### config.mk
export PLATFORM = sky130hd
export DESIGN_NAME = boot_strap_pin_config
export DESIGN_NICKNAME = d
export VERILOG_FILES = /design/src/rtl/boot_strap_pkg.sv /design/src/rtl/boot_strap_pin_config.sv
export SDC_FILE = /design/constraint.sdc
export NUM_CORES = 1
export LEC_CHECK = 0
export BUFFER_PORTS_ARGS = -buffer_cell sky130_fd_sc_hd__buf_2
export CORE_MARGIN = 8
export CORE_UTILIZATION = 45
export DETAILED_ROUTE_END_ITERATION = 8
export PLACE_DENSITY = 0.81
export SETUP_SLACK_MARGIN = 0.15
export SLEW_MARGIN = 10
export SYNTH_ARGS = -nofsm -noshare
export SYNTH_HDL_FRONTEND = slang
export SYNTH_SLANG_ARGS = --single-unit
### constraint.sdc
create_clock -name clk_sys -period 1.8 [get_ports clk_sys]
set_input_delay 0 -clock clk_sys [delete_from_list [all_inputs] [get_ports clk_sys]]
set_output_delay 0 -clock clk_sys [all_outputs]
set_load 0.02 [all_outputs]
### src/rtl/boot_strap_pkg.sv
/*
 Shared constants and carrier types for the reset-time pin and boot-strap block.
 Assumes a single 200 MHz system clock and synchronous, active-high reset.
*/
package boot_strap_pkg;

	// Pin functions a firmware pin setting may select
	typedef enum logic [2:0] {
		FN_HIZ,
		FN_GPIO,
		FN_ALT1,
		FN_ALT2,
		FN_ALT3,
		FN_ALT4
	} pin_fn_t;

	// Pull selection
	typedef enum logic [1:0] {
		PULL_NONE,
		PULL_UP,
		PULL_DOWN
	} pull_t;

	// Per-pin configuration written by firmware after start-up
	typedef struct packed {
		pin_fn_t fn;
		pull_t pull;
		logic gpio_out;
		logic gpio_oe;
	} pin_cfg_t;

	// Pad control driven to one pin
	typedef struct packed {
		logic out;
		logic oe;
		logic in_en;
		logic pull_up;
		logic pull_down;
	} pad_ctl_t;

	// Boot modes latched at start
	typedef enum logic [1:0] {
		BOOT_NONE,
		BOOT_NORMAL,
		BOOT_DOWNLOAD,
		BOOT_TEST
	} boot_mode_t;

	localparam int unsigned NUM_PINS = 7;
	localparam int unsigned CLK_PERIOD_PS = 5000;
	// Settle time of the pulled-up straps before sampling, in ns
	localparam int unsigned STRAP_SETTLE_NS = 1000;
	localparam int unsigned STRAP_SETTLE_CYC = (STRAP_SETTLE_NS * 1000 + CLK_PERIOD_PS - 1)
		/ CLK_PERIOD_PS;
	localparam int unsigned CNT_W = 16;

	localparam pin_cfg_t CFG_RESET = '{fn: FN_HIZ, pull: PULL_NONE, gpio_out: 1'b0,
		gpio_oe: 1'b0};

endpackage : boot_strap_pkg

### src/rtl/boot_strap_pin_config.sv
/*
 Reset-time pin states, strap sampling and host-UART pin assignment for pins 0 to 6.
 Assumes all pin inputs are synchronous to clk_sys and that firmware presents
 per-pin configuration as plain ports, applied only after a normal start.
*/
// Function
// - Low system reset holds all initial state except regulator_on
// - Regulator follows its enable strap level
// - Pin 0 high-impedance, input off around reset
// - Enabled wake pin restarts sleeping chip
// - Pins 1,2 input off, no pull
// - Pin 3 pulled up, input off in reset
// - Pin 3 low at start selects test
// - Pin 3 becomes host transmit at start
// - Download mode releases pin 3, pull-up on
// - Firmware configures pin 3 after normal start
// - Pin 4 pulled up, then host receive
// - Download mode releases pin 4, pull-up on
// - Pin 5 high at start selects download
// - Pin 5 low selects normal start
// - Pin 6 pulled up, then firmware configured
`timescale 1ns/100ps
module boot_strap_pin_config #(
	parameter int unsigned SETTLE_CYC = boot_strap_pkg::STRAP_SETTLE_CYC
) (
	// Clock and reset
	input wire logic clk_sys,
	input wire logic reset,
	input wire logic clk_en,
	input wire logic system_reset_low,
	// Straps and power
	input wire logic regulator_enable_strap,
	output logic regulator_on,
	// Pad inputs and controls, index is pin number
	input wire logic [6:0] pad_in,
	output boot_strap_pkg::pad_ctl_t pad_ctl [7],
	// Firmware configuration
	input wire boot_strap_pkg::pin_cfg_t fw_cfg [7],
	input wire logic fw_cfg_valid,
	// Sleep and wake
	input wire logic sleep_active,
	input wire logic wake_enable,
	output logic wake_request,
	// Peripheral signals
	input wire logic host_uart_tx,
	output logic host_uart_rx,
	input wire logic host_request_to_send_n,
	output logic host_clear_to_send_n,
	input wire logic aux_uart_tx,
	output logic aux_uart_rx,
	input wire logic spi_dout,
	output logic spi_din,
	input wire logic serial_periph_chip_select,
	input wire logic spi_clk,
	input wire logic pulse_out_zero,
	output logic [6:0] gpio_in,
	// Status
	output boot_strap_pkg::boot_mode_t boot_mode,
	output logic start_done
);

	// The settle counter must be able to reach a nonzero count
	if (SETTLE_CYC < 1 || SETTLE_CYC >= (1 << boot_strap_pkg::CNT_W))
	begin : g_bad_settle
		$error("SETTLE_CYC out of range");
	end

	typedef enum logic [1:0] {ST_RESET, ST_SETTLE, ST_RUN} start_st_t;

	logic rst_any;
	assign rst_any = reset || !system_reset_low;

	start_st_t st_r, st_nxt;
	logic [boot_strap_pkg::CNT_W-1:0] cnt_r, cnt_nxt;
	boot_strap_pkg::boot_mode_t mode_r, mode_nxt;
	logic cfg_ok_r, cfg_ok_nxt;
	logic wake_r, wake_nxt;
	logic [6:0] pin_in_r, pin_in_nxt;
	logic reg_on_r;

	always_comb
	begin
		st_nxt = st_r;
		cnt_nxt = cnt_r;
		mode_nxt = mode_r;
		cfg_ok_nxt = cfg_ok_r;
		case (st_r)
			ST_RESET:
			begin
				st_nxt = ST_SETTLE;
				cnt_nxt = '0;
			end
			ST_SETTLE:
			begin
				if (cnt_r == SETTLE_CYC[boot_strap_pkg::CNT_W-1:0] - 1'b1)
				begin
					// Straps read once, with their pull-ups still on
					st_nxt = ST_RUN;
					if (!pad_in[3])
						mode_nxt = boot_strap_pkg::BOOT_TEST;
					else if (pad_in[5])
						mode_nxt = boot_strap_pkg::BOOT_DOWNLOAD;
					else
						mode_nxt = boot_strap_pkg::BOOT_NORMAL;
				end
				else
					cnt_nxt = cnt_r + 1'b1;
			end
			ST_RUN:
			begin
				// Firmware settings take effect only after a normal start
				if (fw_cfg_valid && mode_r == boot_strap_pkg::BOOT_NORMAL)
					cfg_ok_nxt = 1'b1;
			end
			default:
				st_nxt = ST_RESET;
		endcase
	end

	always_comb
	begin
		// Wake counts only once firmware has handed pin 0 to the wake function
		wake_nxt = sleep_active && wake_enable && pad_in[0] && cfg_ok_r &&
			fw_cfg[0].fn == boot_strap_pkg::FN_ALT1;
		pin_in_nxt = pad_in;
	end

	always_ff @(posedge clk_sys)
	begin
		if (rst_any)
		begin
			st_r <= ST_RESET;
			cnt_r <= '0;
			mode_r <= boot_strap_pkg::BOOT_NONE;
			cfg_ok_r <= 1'b0;
			wake_r <= 1'b0;
			pin_in_r <= '0;
		end
		else if (clk_en)
		begin
			st_r <= st_nxt;
			cnt_r <= cnt_nxt;
			mode_r <= mode_nxt;
			cfg_ok_r <= cfg_ok_nxt;
			wake_r <= wake_nxt;
			pin_in_r <= pin_in_nxt;
		end
	end

	// Regulator follows the strap; kept registered so the output is clean
	always_ff @(posedge clk_sys)
	begin
		if (reset)
			reg_on_r <= 1'b0;
		else if (clk_en)
			reg_on_r <= regulator_enable_strap;
	end

	assign regulator_on = reg_on_r;
	assign boot_mode = mode_r;
	assign start_done = (st_r == ST_RUN);
	assign wake_request = wake_r;

	// Pad control: fixed states before firmware owns the pin
	function automatic boot_strap_pkg::pad_ctl_t pull_of(boot_strap_pkg::pull_t p);
		pull_of = '0;
		pull_of.pull_up = (p == boot_strap_pkg::PULL_UP);
		pull_of.pull_down = (p == boot_strap_pkg::PULL_DOWN);
	endfunction : pull_of

	function automatic boot_strap_pkg::pad_ctl_t drive(logic v);
		drive = '0;
		drive.out = v;
		drive.oe = 1'b1;
	endfunction : drive

	always_comb
	begin
		boot_strap_pkg::pad_ctl_t c;
		c = '0;
		for (int i = 0; i < 7; i++)
		begin
			c = '0;
			if (st_r != ST_RUN)
			begin
				// Pins 0-2 high-impedance, 3-6 pulled up, all inputs off
				c.pull_up = (i >= 3);
			end
			else if (cfg_ok_r)
			begin
				c = pull_of(fw_cfg[i].pull);
				c.in_en = 1'b1;
				case (fw_cfg[i].fn)
					boot_strap_pkg::FN_HIZ: c.in_en = 1'b0;
					boot_strap_pkg::FN_GPIO:
					begin
						c.out = fw_cfg[i].gpio_out;
						c.oe = fw_cfg[i].gpio_oe;
					end
					boot_strap_pkg::FN_ALT1:
					begin
						if (i == 2) c = drive(pulse_out_zero);
						if (i == 3) c = drive(host_uart_tx);
						if (i == 5) c = drive(host_request_to_send_n);
					end
					boot_strap_pkg::FN_ALT2:
					begin
						if (i == 3 || i == 5) c = drive(aux_uart_tx);
					end
					boot_strap_pkg::FN_ALT3:
					begin
						if (i == 3) c = drive(spi_dout);
						if (i == 5) c = drive(serial_periph_chip_select);
						if (i == 6) c = drive(spi_clk);
					end
					boot_strap_pkg::FN_ALT4:
						if (i == 5) c = drive(host_uart_tx);
					default: c.in_en = 1'b0;
				endcase
			end
			// Test mode leaves pins 3 and 4 to the tester, with no pull of ours
			else if (mode_r == boot_strap_pkg::BOOT_DOWNLOAD && (i == 3 || i == 4))
				c.pull_up = 1'b1;
			else if (mode_r == boot_strap_pkg::BOOT_NORMAL && i == 3)
				c = drive(host_uart_tx);
			else if (mode_r == boot_strap_pkg::BOOT_NORMAL && i == 4)
				c.in_en = 1'b1;
			else if (i == 5 && mode_r != boot_strap_pkg::BOOT_NORMAL)
				c.pull_up = 1'b1;
			else if (i == 5 || i == 6)
				c.pull_up = 1'b1;
			pad_ctl[i] = c;
		end
	end

	// Inputs routed from pads to peripherals
	always_comb
	begin
		host_uart_rx = 1'b1;
		aux_uart_rx = 1'b1;
		host_clear_to_send_n = 1'b1;
		spi_din = 1'b0;
		if (mode_r == boot_strap_pkg::BOOT_NORMAL && !cfg_ok_r)
			host_uart_rx = pin_in_r[4];
		if (cfg_ok_r)
		begin
			if (fw_cfg[4].fn == boot_strap_pkg::FN_ALT1) host_uart_rx = pin_in_r[4];
			if (fw_cfg[4].fn == boot_strap_pkg::FN_ALT2) aux_uart_rx = pin_in_r[4];
			if (fw_cfg[4].fn == boot_strap_pkg::FN_ALT3) spi_din = pin_in_r[4];
			if (fw_cfg[6].fn == boot_strap_pkg::FN_ALT1) host_clear_to_send_n = pin_in_r[6];
			if (fw_cfg[6].fn == boot_strap_pkg::FN_ALT2) aux_uart_rx = pin_in_r[6];
			if (fw_cfg[6].fn == boot_strap_pkg::FN_ALT4) host_uart_rx = pin_in_r[6];
		end
		gpio_in = cfg_ok_r ? pin_in_r : '0;
	end

	AST_RESET_HOLD: assert property (@(posedge clk_sys) !system_reset_low |=>
		st_r == ST_RESET && mode_r == boot_strap_pkg::BOOT_NONE) else $error("reset not held");
	AST_REG_FOLLOW: assert property (@(posedge clk_sys) disable iff (reset)
		clk_en |=> regulator_on == $past(regulator_enable_strap)) else $error("regulator");
	AST_PIN0_HIZ: assert property (@(posedge clk_sys) disable iff (reset)
		!cfg_ok_r |-> !pad_ctl[0].oe && !pad_ctl[0].in_en) else $error("pin0 active");
	AST_PIN12_OFF: assert property (@(posedge clk_sys) disable iff (reset)
		!cfg_ok_r |-> !pad_ctl[1].in_en && !pad_ctl[2].pull_up) else $error("pin1/2 active");
	AST_PIN3_RESET: assert property (@(posedge clk_sys) disable iff (reset)
		st_r != ST_RUN |-> pad_ctl[3].pull_up && !pad_ctl[3].in_en) else $error("pin3 reset");
	AST_TEST_MODE: assert property (@(posedge clk_sys) disable iff (rst_any)
		st_r == ST_SETTLE && st_nxt == ST_RUN && !pad_in[3] && clk_en
		|=> mode_r == boot_strap_pkg::BOOT_TEST) else $error("test mode");
	AST_PIN3_TX: assert property (@(posedge clk_sys) disable iff (rst_any)
		mode_r == boot_strap_pkg::BOOT_NORMAL && !cfg_ok_r |-> pad_ctl[3].oe &&
		!pad_ctl[3].pull_up) else $error("pin3 tx");
	AST_DL_PULLS: assert property (@(posedge clk_sys) disable iff (rst_any)
		mode_r == boot_strap_pkg::BOOT_DOWNLOAD |-> pad_ctl[3].pull_up && !pad_ctl[3].oe &&
		pad_ctl[4].pull_up) else $error("download pulls");
	AST_MODE_LATCH: assert property (@(posedge clk_sys) disable iff (rst_any)
		st_r == ST_RUN |=> $stable(mode_r)) else $error("mode changed");
	// Pin states before firmware owns the pads: pins 1, 2 throughout, pin 4 after a normal start, pins 5, 6 in reset; then the normal-mode config gate and wake
	AST_PIN4_RX: assert property (@(posedge clk_sys) disable iff (rst_any)
		mode_r == boot_strap_pkg::BOOT_NORMAL && !cfg_ok_r |-> pad_ctl[4].in_en &&
		!pad_ctl[4].pull_up && !pad_ctl[4].pull_down) else $error("pin4 rx");
	AST_PIN12_IDLE: assert property (@(posedge clk_sys) disable iff (reset)
		!cfg_ok_r |-> !pad_ctl[2].in_en && !pad_ctl[1].pull_up && !pad_ctl[1].oe &&
		!pad_ctl[2].oe) else $error("pin1/2 driven");
	AST_PIN5_RESET: assert property (@(posedge clk_sys) disable iff (reset)
		st_r != ST_RUN |-> pad_ctl[5].pull_up && !pad_ctl[5].in_en) else $error("pin5 reset");
	AST_PIN6_RESET: assert property (@(posedge clk_sys) disable iff (reset)
		st_r != ST_RUN |-> pad_ctl[6].pull_up && !pad_ctl[6].in_en) else $error("pin6 reset");
	AST_CFG_GATE: assert property (@(posedge clk_sys) disable iff (rst_any)
		mode_r != boot_strap_pkg::BOOT_NORMAL |-> !cfg_ok_r) else $error("fw cfg in wrong mode");
	AST_WAKE: assert property (@(posedge clk_sys) disable iff (rst_any)
		clk_en && sleep_active && wake_enable && pad_in[0] && cfg_ok_r &&
		fw_cfg[0].fn == boot_strap_pkg::FN_ALT1 |=> wake_request) else $error("no wake");

endmodule : boot_strap_pin_config

==> impl_metrics.json, run 1 <==
{
  "status": "completed",
  "syn_inst": 287,
  "cts.sinks": 30,
  "avgSynthCellArea_sq_um": 7.756,
  "slew_headroom": 0.6575,
  "async_flop_share": 0,
  "utilization": 0.6921,
  "finalCriticalPeriod_ns": 1.604,
  "endpoint_kind": "flip-flop",
  "top_layer": "met4",
  "power.density_mw_per_mm2": 485.2,
  "rr_startpoint": "cnt_r[3]",
  "layout_setup_ws_ns": 0.1960,
  "crit_required_ns": 1.98,
  "cts_buffers": 5,
  "synth_flop_cell": "dfxtp_1",
  "hold_class": "in -> reg",
  "io_pins": 122,
  "viasPerCell": 5.718,
  "final_cell_mix": "buf_2, nor2_1, dfxtp_1",
  "period_share": 0.8911,
  "start_util": 0.4682,
  "final_common_cell": "buf_2",
  "clockBufferDepth": 2,
  "startpoint_type": "flip-flop",
  "clockRootBuffer": "clkbuf_8",
  "die_w_um": 86.33,
  "grt_first_pass_wirelength_um": 12900,
  "wl_per_cell_um": 17.04,
  "wl_met1_um": 3312,
  "tightest_slew_ns": 0.5084,
  "antenna_cells": 0,
  "drive_gt1_frac": 0.4279,
  "final_hold_viol_count": 0,
  "grt-ovfl-total": 0,
  "clock.fmax_mhz": 623.5,
  "seq_area_frac_synth": 0.2698,
  "port_buffers": 121,
  "antenna_found_initial": 0,
  "tns_ns": 0,
  "ant_nets": 0,
  "area_growth_pct": 47.84,
  "drtIter0Drc": 116,
  "rsz0062_at_grt": "yes",
  "ys_ff_latch": 30,
  "yosysWarnings": 0,
  "wl_met3_um": 614,
  "drt_wl_total_um": 8348,
  "startpoint": "cnt_r[3]",
  "drtPass1Iterations": 4,
  "clkLatencyLatePin_ns": 0.29,
  "crit_arrival_ns": 1.78,
  "p_leak_nw": 1.444,
  "grt_max_degree": 24,
  "clkTransAtPathRegs_ns": 0.07,
  "synth_area_sq_mm": 0.002226,
  "drcViolationCount": 0,
  "worstPathMaxFanout": 6,
  "preCtsSetupSlack_ns": 0.08974,
  "num_vias": 2802,
  "place_hpwl_um": 6431,
  "gp_congestion": 0.9797,
  "skew_ns": 0.007266,
  "netlist-cell-type-count": 51,
  "routed-wl-met2_um": 4259,
  "finish.net_count": 494,
  "h-tree-depth": 2,
  "dieArea_sq_mm": 0.007453,
  "num_rows": 25,
  "slew_violations": 0,
  "synth_edf_count": 0,
  "core_area_sq_mm": 0.004755,
  "grt_use_total": 0.2106,
  "min_from": "fw_cfg_valid",
  "ff2ff_setup_slack_ns": 0.20,
  "die_y_um": 86.33,
  "maxCapViolations": 0,
  "tritoncts": "done",
  "ir_worst_vdd_v": 0.0004939,
  "worstSetupPathType": "reg -> reg",
  "syn_nets": 359,
  "first_global_vias": 2639,
  "finalSetupViolations": 0
}
==> critical path, cell delays in order (launching register included) <==
cell	delay (ns)
dfxtp_1	0.47
and4_4	0.32
nand4_4	0.14
o31a_1	0.31
a221o_1	0.26
==> registers in the layout, summed over array words and instances, names as in the netlist <==
name	count
cnt_r	16
pin_in_r	7
boot_mode	2
st_r	2
cfg_ok_r	1
regulator_on	1
wake_request	1
==> worst paths after layout <==
| check | end | cells past startpoint |
|---|---|---|
| hold / removal | cfg_ok_r | 3 |
| setup / recovery | cnt_r[11] | 4 |
| hold reg to reg | wake_request | 2 |
| setup reg to reg | cnt_r[11] | 4 |
==> power breakdown <==
part / switching [mW] / internal, mW / total [mW] / leakage (nW)
logic: 0.128 / 0.125 / 0.253 / 1.14
clock network: 0.252 / 0.414 / 0.666 / 0.0524
registers: 0.00634 / 0.671 / 0.677 / 0.247
==> layer usage <==
metal	track usage	vias to the layer above
li1	-	1350
met1	0.2362	1307
met5	0	-
met3	0.05198	14
met2	0.3694	131
met4	0.08607	0
==> through the flow <==
| step | power, mW | hold WS (ns) | cells | cell area (sq um) |
|---|---|---|---|---|
| 2_1_floorplan | 0.7912 | 0.05105 | 287 | 2261 |
| 3_3_place_gp | 0.9064 | 0.2120 | 470 | 2940 |
| 3_5_place_dp | 0.9151 | 0.2137 | 470 | 2940 |
| 4_1_cts | 1.594 | 0.03210 | 489 | 3178 |
| 5_1_grt | 1.662 | 0.05659 | 490 | 3291 |
| 6_report | 1.597 | 0.02883 | 490 | 3291 |
==> layout make-up <==
cell class / instances / area (sq um)
fill: 408 / 1464
clock buffer: 7 / 76.32
clock inverter: 1 / 30.03
timing repair buffer: 143 / 814.5
inverter: 9 / 36.28
tap: 67 / 83.83
sequential: 30 / 611.8
multi-input combinational: 233 / 1638
==> timing repair <==
item / CTS / global route
gates resized for setup: 8 / 30
cloned: 0 / 1
buffers inserted: 1 / 0
endpoints found under the setup margin: 28 / 26
hold buffers: 10 / 0
hold endpoints to repair: 9 / 0
==> cell families (layout without fill, tap and decap cells) <==
logic type                 count (synthesis)  count (layout)  share of synthesized area
xor gates and xnor gates                   2               2                   0.007871
muxes                                     13              13                    0.05846
AOI/OAI and AO/OA                         72              72                     0.2074
DFF                                       30              30                     0.2698
adders and majority gates                  1               1                   0.005620
and+or+nand+nor                          145             145                     0.3974
buffers and inverters                     24             160                    0.05340
==> cells in the mapped netlist (5+ instances only) <==
cell | count | area, sq um
dfxtp_1 | 30 | 600.6
nor2_1 | 28 | 105.1
a21oi_1 | 19 | 95.09
nand2_1 | 19 | 71.32
o21ai_0 | 19 | 95.09
and2_1 | 13 | 81.33
mux2i_1 | 13 | 130.1
nor3_1 | 11 | 55.05
nor3b_1 | 10 | 75.07
inv_1 | 9 | 33.78
nand2b_1 | 9 | 56.30
nand3_1 | 8 | 40.04
clkbuf_1 | 7 | 26.28
nor2b_1 | 7 | 43.79
nor4b_1 | 7 | 61.31
a211oi_1 | 6 | 45.04
and4_1 | 6 | 52.55
nand3b_1 | 6 | 45.04
a31oi_1 | 5 | 31.28
nand4_1 | 5 | 31.28
Note: power is estimated with default switching activity, not from simulation.
==> run 2: changes to the inputs <==
--- a/config.mk
+++ b/config.mk
@@ -6,12 +6,16 @@
 export NUM_CORES = 1
 export LEC_CHECK = 0
 export BUFFER_PORTS_ARGS = -buffer_cell sky130_fd_sc_hd__buf_2
+export CELL_PAD_IN_SITES_DETAIL_PLACEMENT = 1
+export CELL_PAD_IN_SITES_GLOBAL_PLACEMENT = 1
 export CORE_MARGIN = 8
-export CORE_UTILIZATION = 45
+export CORE_UTILIZATION = 31
 export DETAILED_ROUTE_END_ITERATION = 8
-export PLACE_DENSITY = 0.81
+export HOLD_SLACK_MARGIN = 0.08
+export PLACE_DENSITY_LB_ADDON = 0.1
 export SETUP_SLACK_MARGIN = 0.15
 export SLEW_MARGIN = 10
 export SYNTH_ARGS = -nofsm -noshare
 export SYNTH_HDL_FRONTEND = slang
 export SYNTH_SLANG_ARGS = --single-unit
+export TNS_END_PERCENT = 100
==> impl_metrics.json, run 2 (synthesized netlist as in run 1, its figures left out) <==
{
  "clockBufferDepth": 2,
  "grt_use_total": 0.1913,
  "ant_nets": 0,
  "num_vias": 2784,
  "ff2ff_setup_slack_ns": 0.23,
  "place_hpwl_um": 7340,
  "p_leak_nw": 1.460,
  "die_y_um": 100.7,
  "clkLatencyLatePin_ns": 0.28,
  "worstSetupPathType": "reg -> out",
  "antenna_cells": 0,
  "placed_area_sq_mm": 0.003010,
  "cts.sinks": 30,
  "clkTransAtPathRegs_ns": 0.06,
  "ir_worst_vdd_v": 0.0003369,
  "first_global_vias": 2988,
  "crit_arrival_ns": 1.58,
  "finish.net_count": 503,
  "startpoint": "st_r[0]",
  "regMostFlops": "cnt_r",
  "drive_gt1_frac": 0.4444,
  "drtPass1Iterations": 4,
  "worstPathMaxFanout": 19,
  "num_rows": 31,
  "clockRootBuffer": "clkbuf_8",
  "crit_path_end": "pad_ctl[15]",
  "worstReg2RegEnd": "cnt_r[11]",
  "fin_cells": 531,
  "skew_ns": 0.001587,
  "area_growth_pct": 53.96,
  "nFillCells": 899,
  "grt_max_degree": 20,
  "multi_input_area_sq_mm": 0.001675,
  "core_area_sq_mm": 0.007098,
  "period_share": 0.8790,
  "slew_violations": 0,
  "antenna_found_initial": 0,
  "drtIter0Drc": 93,
  "final_cell_mix": "buf_2, nor2_1, dfxtp_1",
  "final_common_cell": "buf_2",
  "drcViolationCount": 0,
  "maxCapViolations": 0,
  "h-tree-depth": 2,
  "gp_congestion": 0.8476,
  "final_hold_viol_count": 0,
  "cts_buffers": 5,
  "crit_required_ns": 1.80,
  "io_pins": 122,
  "power_mw": 1.515,
  "dieArea_sq_mm": 0.01015,
  "hold_class": "in -> reg",
  "endpoint_kind": "output port",
  "status": "completed",
  "tightest_slew_ns": 0.4110,
  "slew_headroom": 0.7260,
  "rr_startpoint": "cnt_r[2]",
  "startpoint_type": "flip-flop",
  "rr_worst_depth": 4,
  "fin_area_sq_mm": 0.003427,
  "clock.fmax_mhz": 632.0,
  "wl_per_cell_um": 18.24,
  "finalSetupViolations": 0,
  "placed_cells": 506,
  "viasPerCell": 5.243,
  "reg_top3": "cnt_r x16, pin_in_r x7",
  "start_util": 0.3136,
  "finalCriticalPeriod_ns": 1.582,
  "rsz0062_at_grt": "yes",
  "die_w_um": 100.7,
  "grt_first_pass_wirelength_um": 15660,
  "drt_wl_total_um": 9683,
  "power.density_mw_per_mm2": 442.2,
  "regArea_sq_um": 611.8,
  "grt-ovfl-total": 0,
  "largest_reg_flops": 16,
  "tritoncts": "done",
  "port_buffers": 121
}
run 2: cell types whose count changed in the layout (fill, tap and decap cells not counted), sizes merged:
cell,previous run,this run
bufinv,1,0
dlygate4sd3,10,13
clkinv,0,1
buf,133,139
run 2: metal layers:
layer,vias to the layer above,global-route usage,share of wire
met1,1351,0.2074,0.41
li1,1361,-,-
met5,-,0,0
met3,12,0.03591,0.039
met2,60,0.3683,0.54
met4,0,0.04302,0.012
run 2: power by group:
part / leakage [nW] / switching (mW) / internal [mW]
combinational: 1.16 / 0.136 / 0.134
clock: 0.0482 / 0.260 / 0.308
sequential: 0.246 / 0.00690 / 0.671
run 2: layout make-up:
type / count / share of cell area
Clock inverter: 1 / 0.001460
Clock buffer: 7 / 0.02519
Timing Repair Buffer: 152 / 0.2599
Multi-Input combinational cell: 233 / 0.4889
Inverter: 9 / 0.009858
Tap cell: 99 / 0.03614
Sequential cell: 30 / 0.1785
run 2: critical path: stages, from the launching register on:
cell     delay, ns
dfxtp_2       0.32
inv_2         0.08
nand2_4       0.07
inv_2         0.06
nand2_2       0.12
buf_12        0.19
nor4b_2       0.26
buf_4         0.19
run 2: worst min-delay path by stage:
| stage | from | depth (start not counted) | endpoint | slack [ns] |
|---|---|---|---|---|
| after floorplan | fw_cfg[26] | 1 | pad_ctl[17] | 0.05 |
| after global placement | reset | 2 | regulator_on | 0.20 |
| after detailed placement | reset | 2 | regulator_on | 0.21 |
| after CTS | clk_en | 4 | st_r[1] | 0.09 |
| after global routing | system_reset_low | 3 | cnt_r[7] | 0.12 |
| final | clk_en | 3 | st_r[0] | 0.09 |
run 2: timing repair:
| action | in CTS | in global routing |
|---|---|---|
| hold buffers | 13 | 0 |
| endpoints found under the setup margin | 40 | 27 |
| hold endpoints to repair | 11 | 0 |
| buffers inserted | 1 | 3 |
| resized for setup | 18 | 28 |
| pin swaps | 2 | 1 |
run 2: through the flow:
| stage | util | TNS, ns | setup slack, ns | hold slack, ns |
|---|---|---|---|---|
| 6_report | 0.4828 | 0 | 0.2178 | 0.08987 |
| 4_1_cts | 0.4664 | 0 | 0.1562 | 0.09499 |
| 3_3_place_gp | 0.4241 | 0 | 0.1132 | 0.2016 |
| 5_1_grt | 0.4828 | 0 | 0.1160 | 0.1223 |
| 2_1_floorplan | - | -0.3151 | -0.08763 | 0.05105 |
| 3_5_place_dp | 0.4241 | -0.008010 | -0.008010 | 0.2057 |
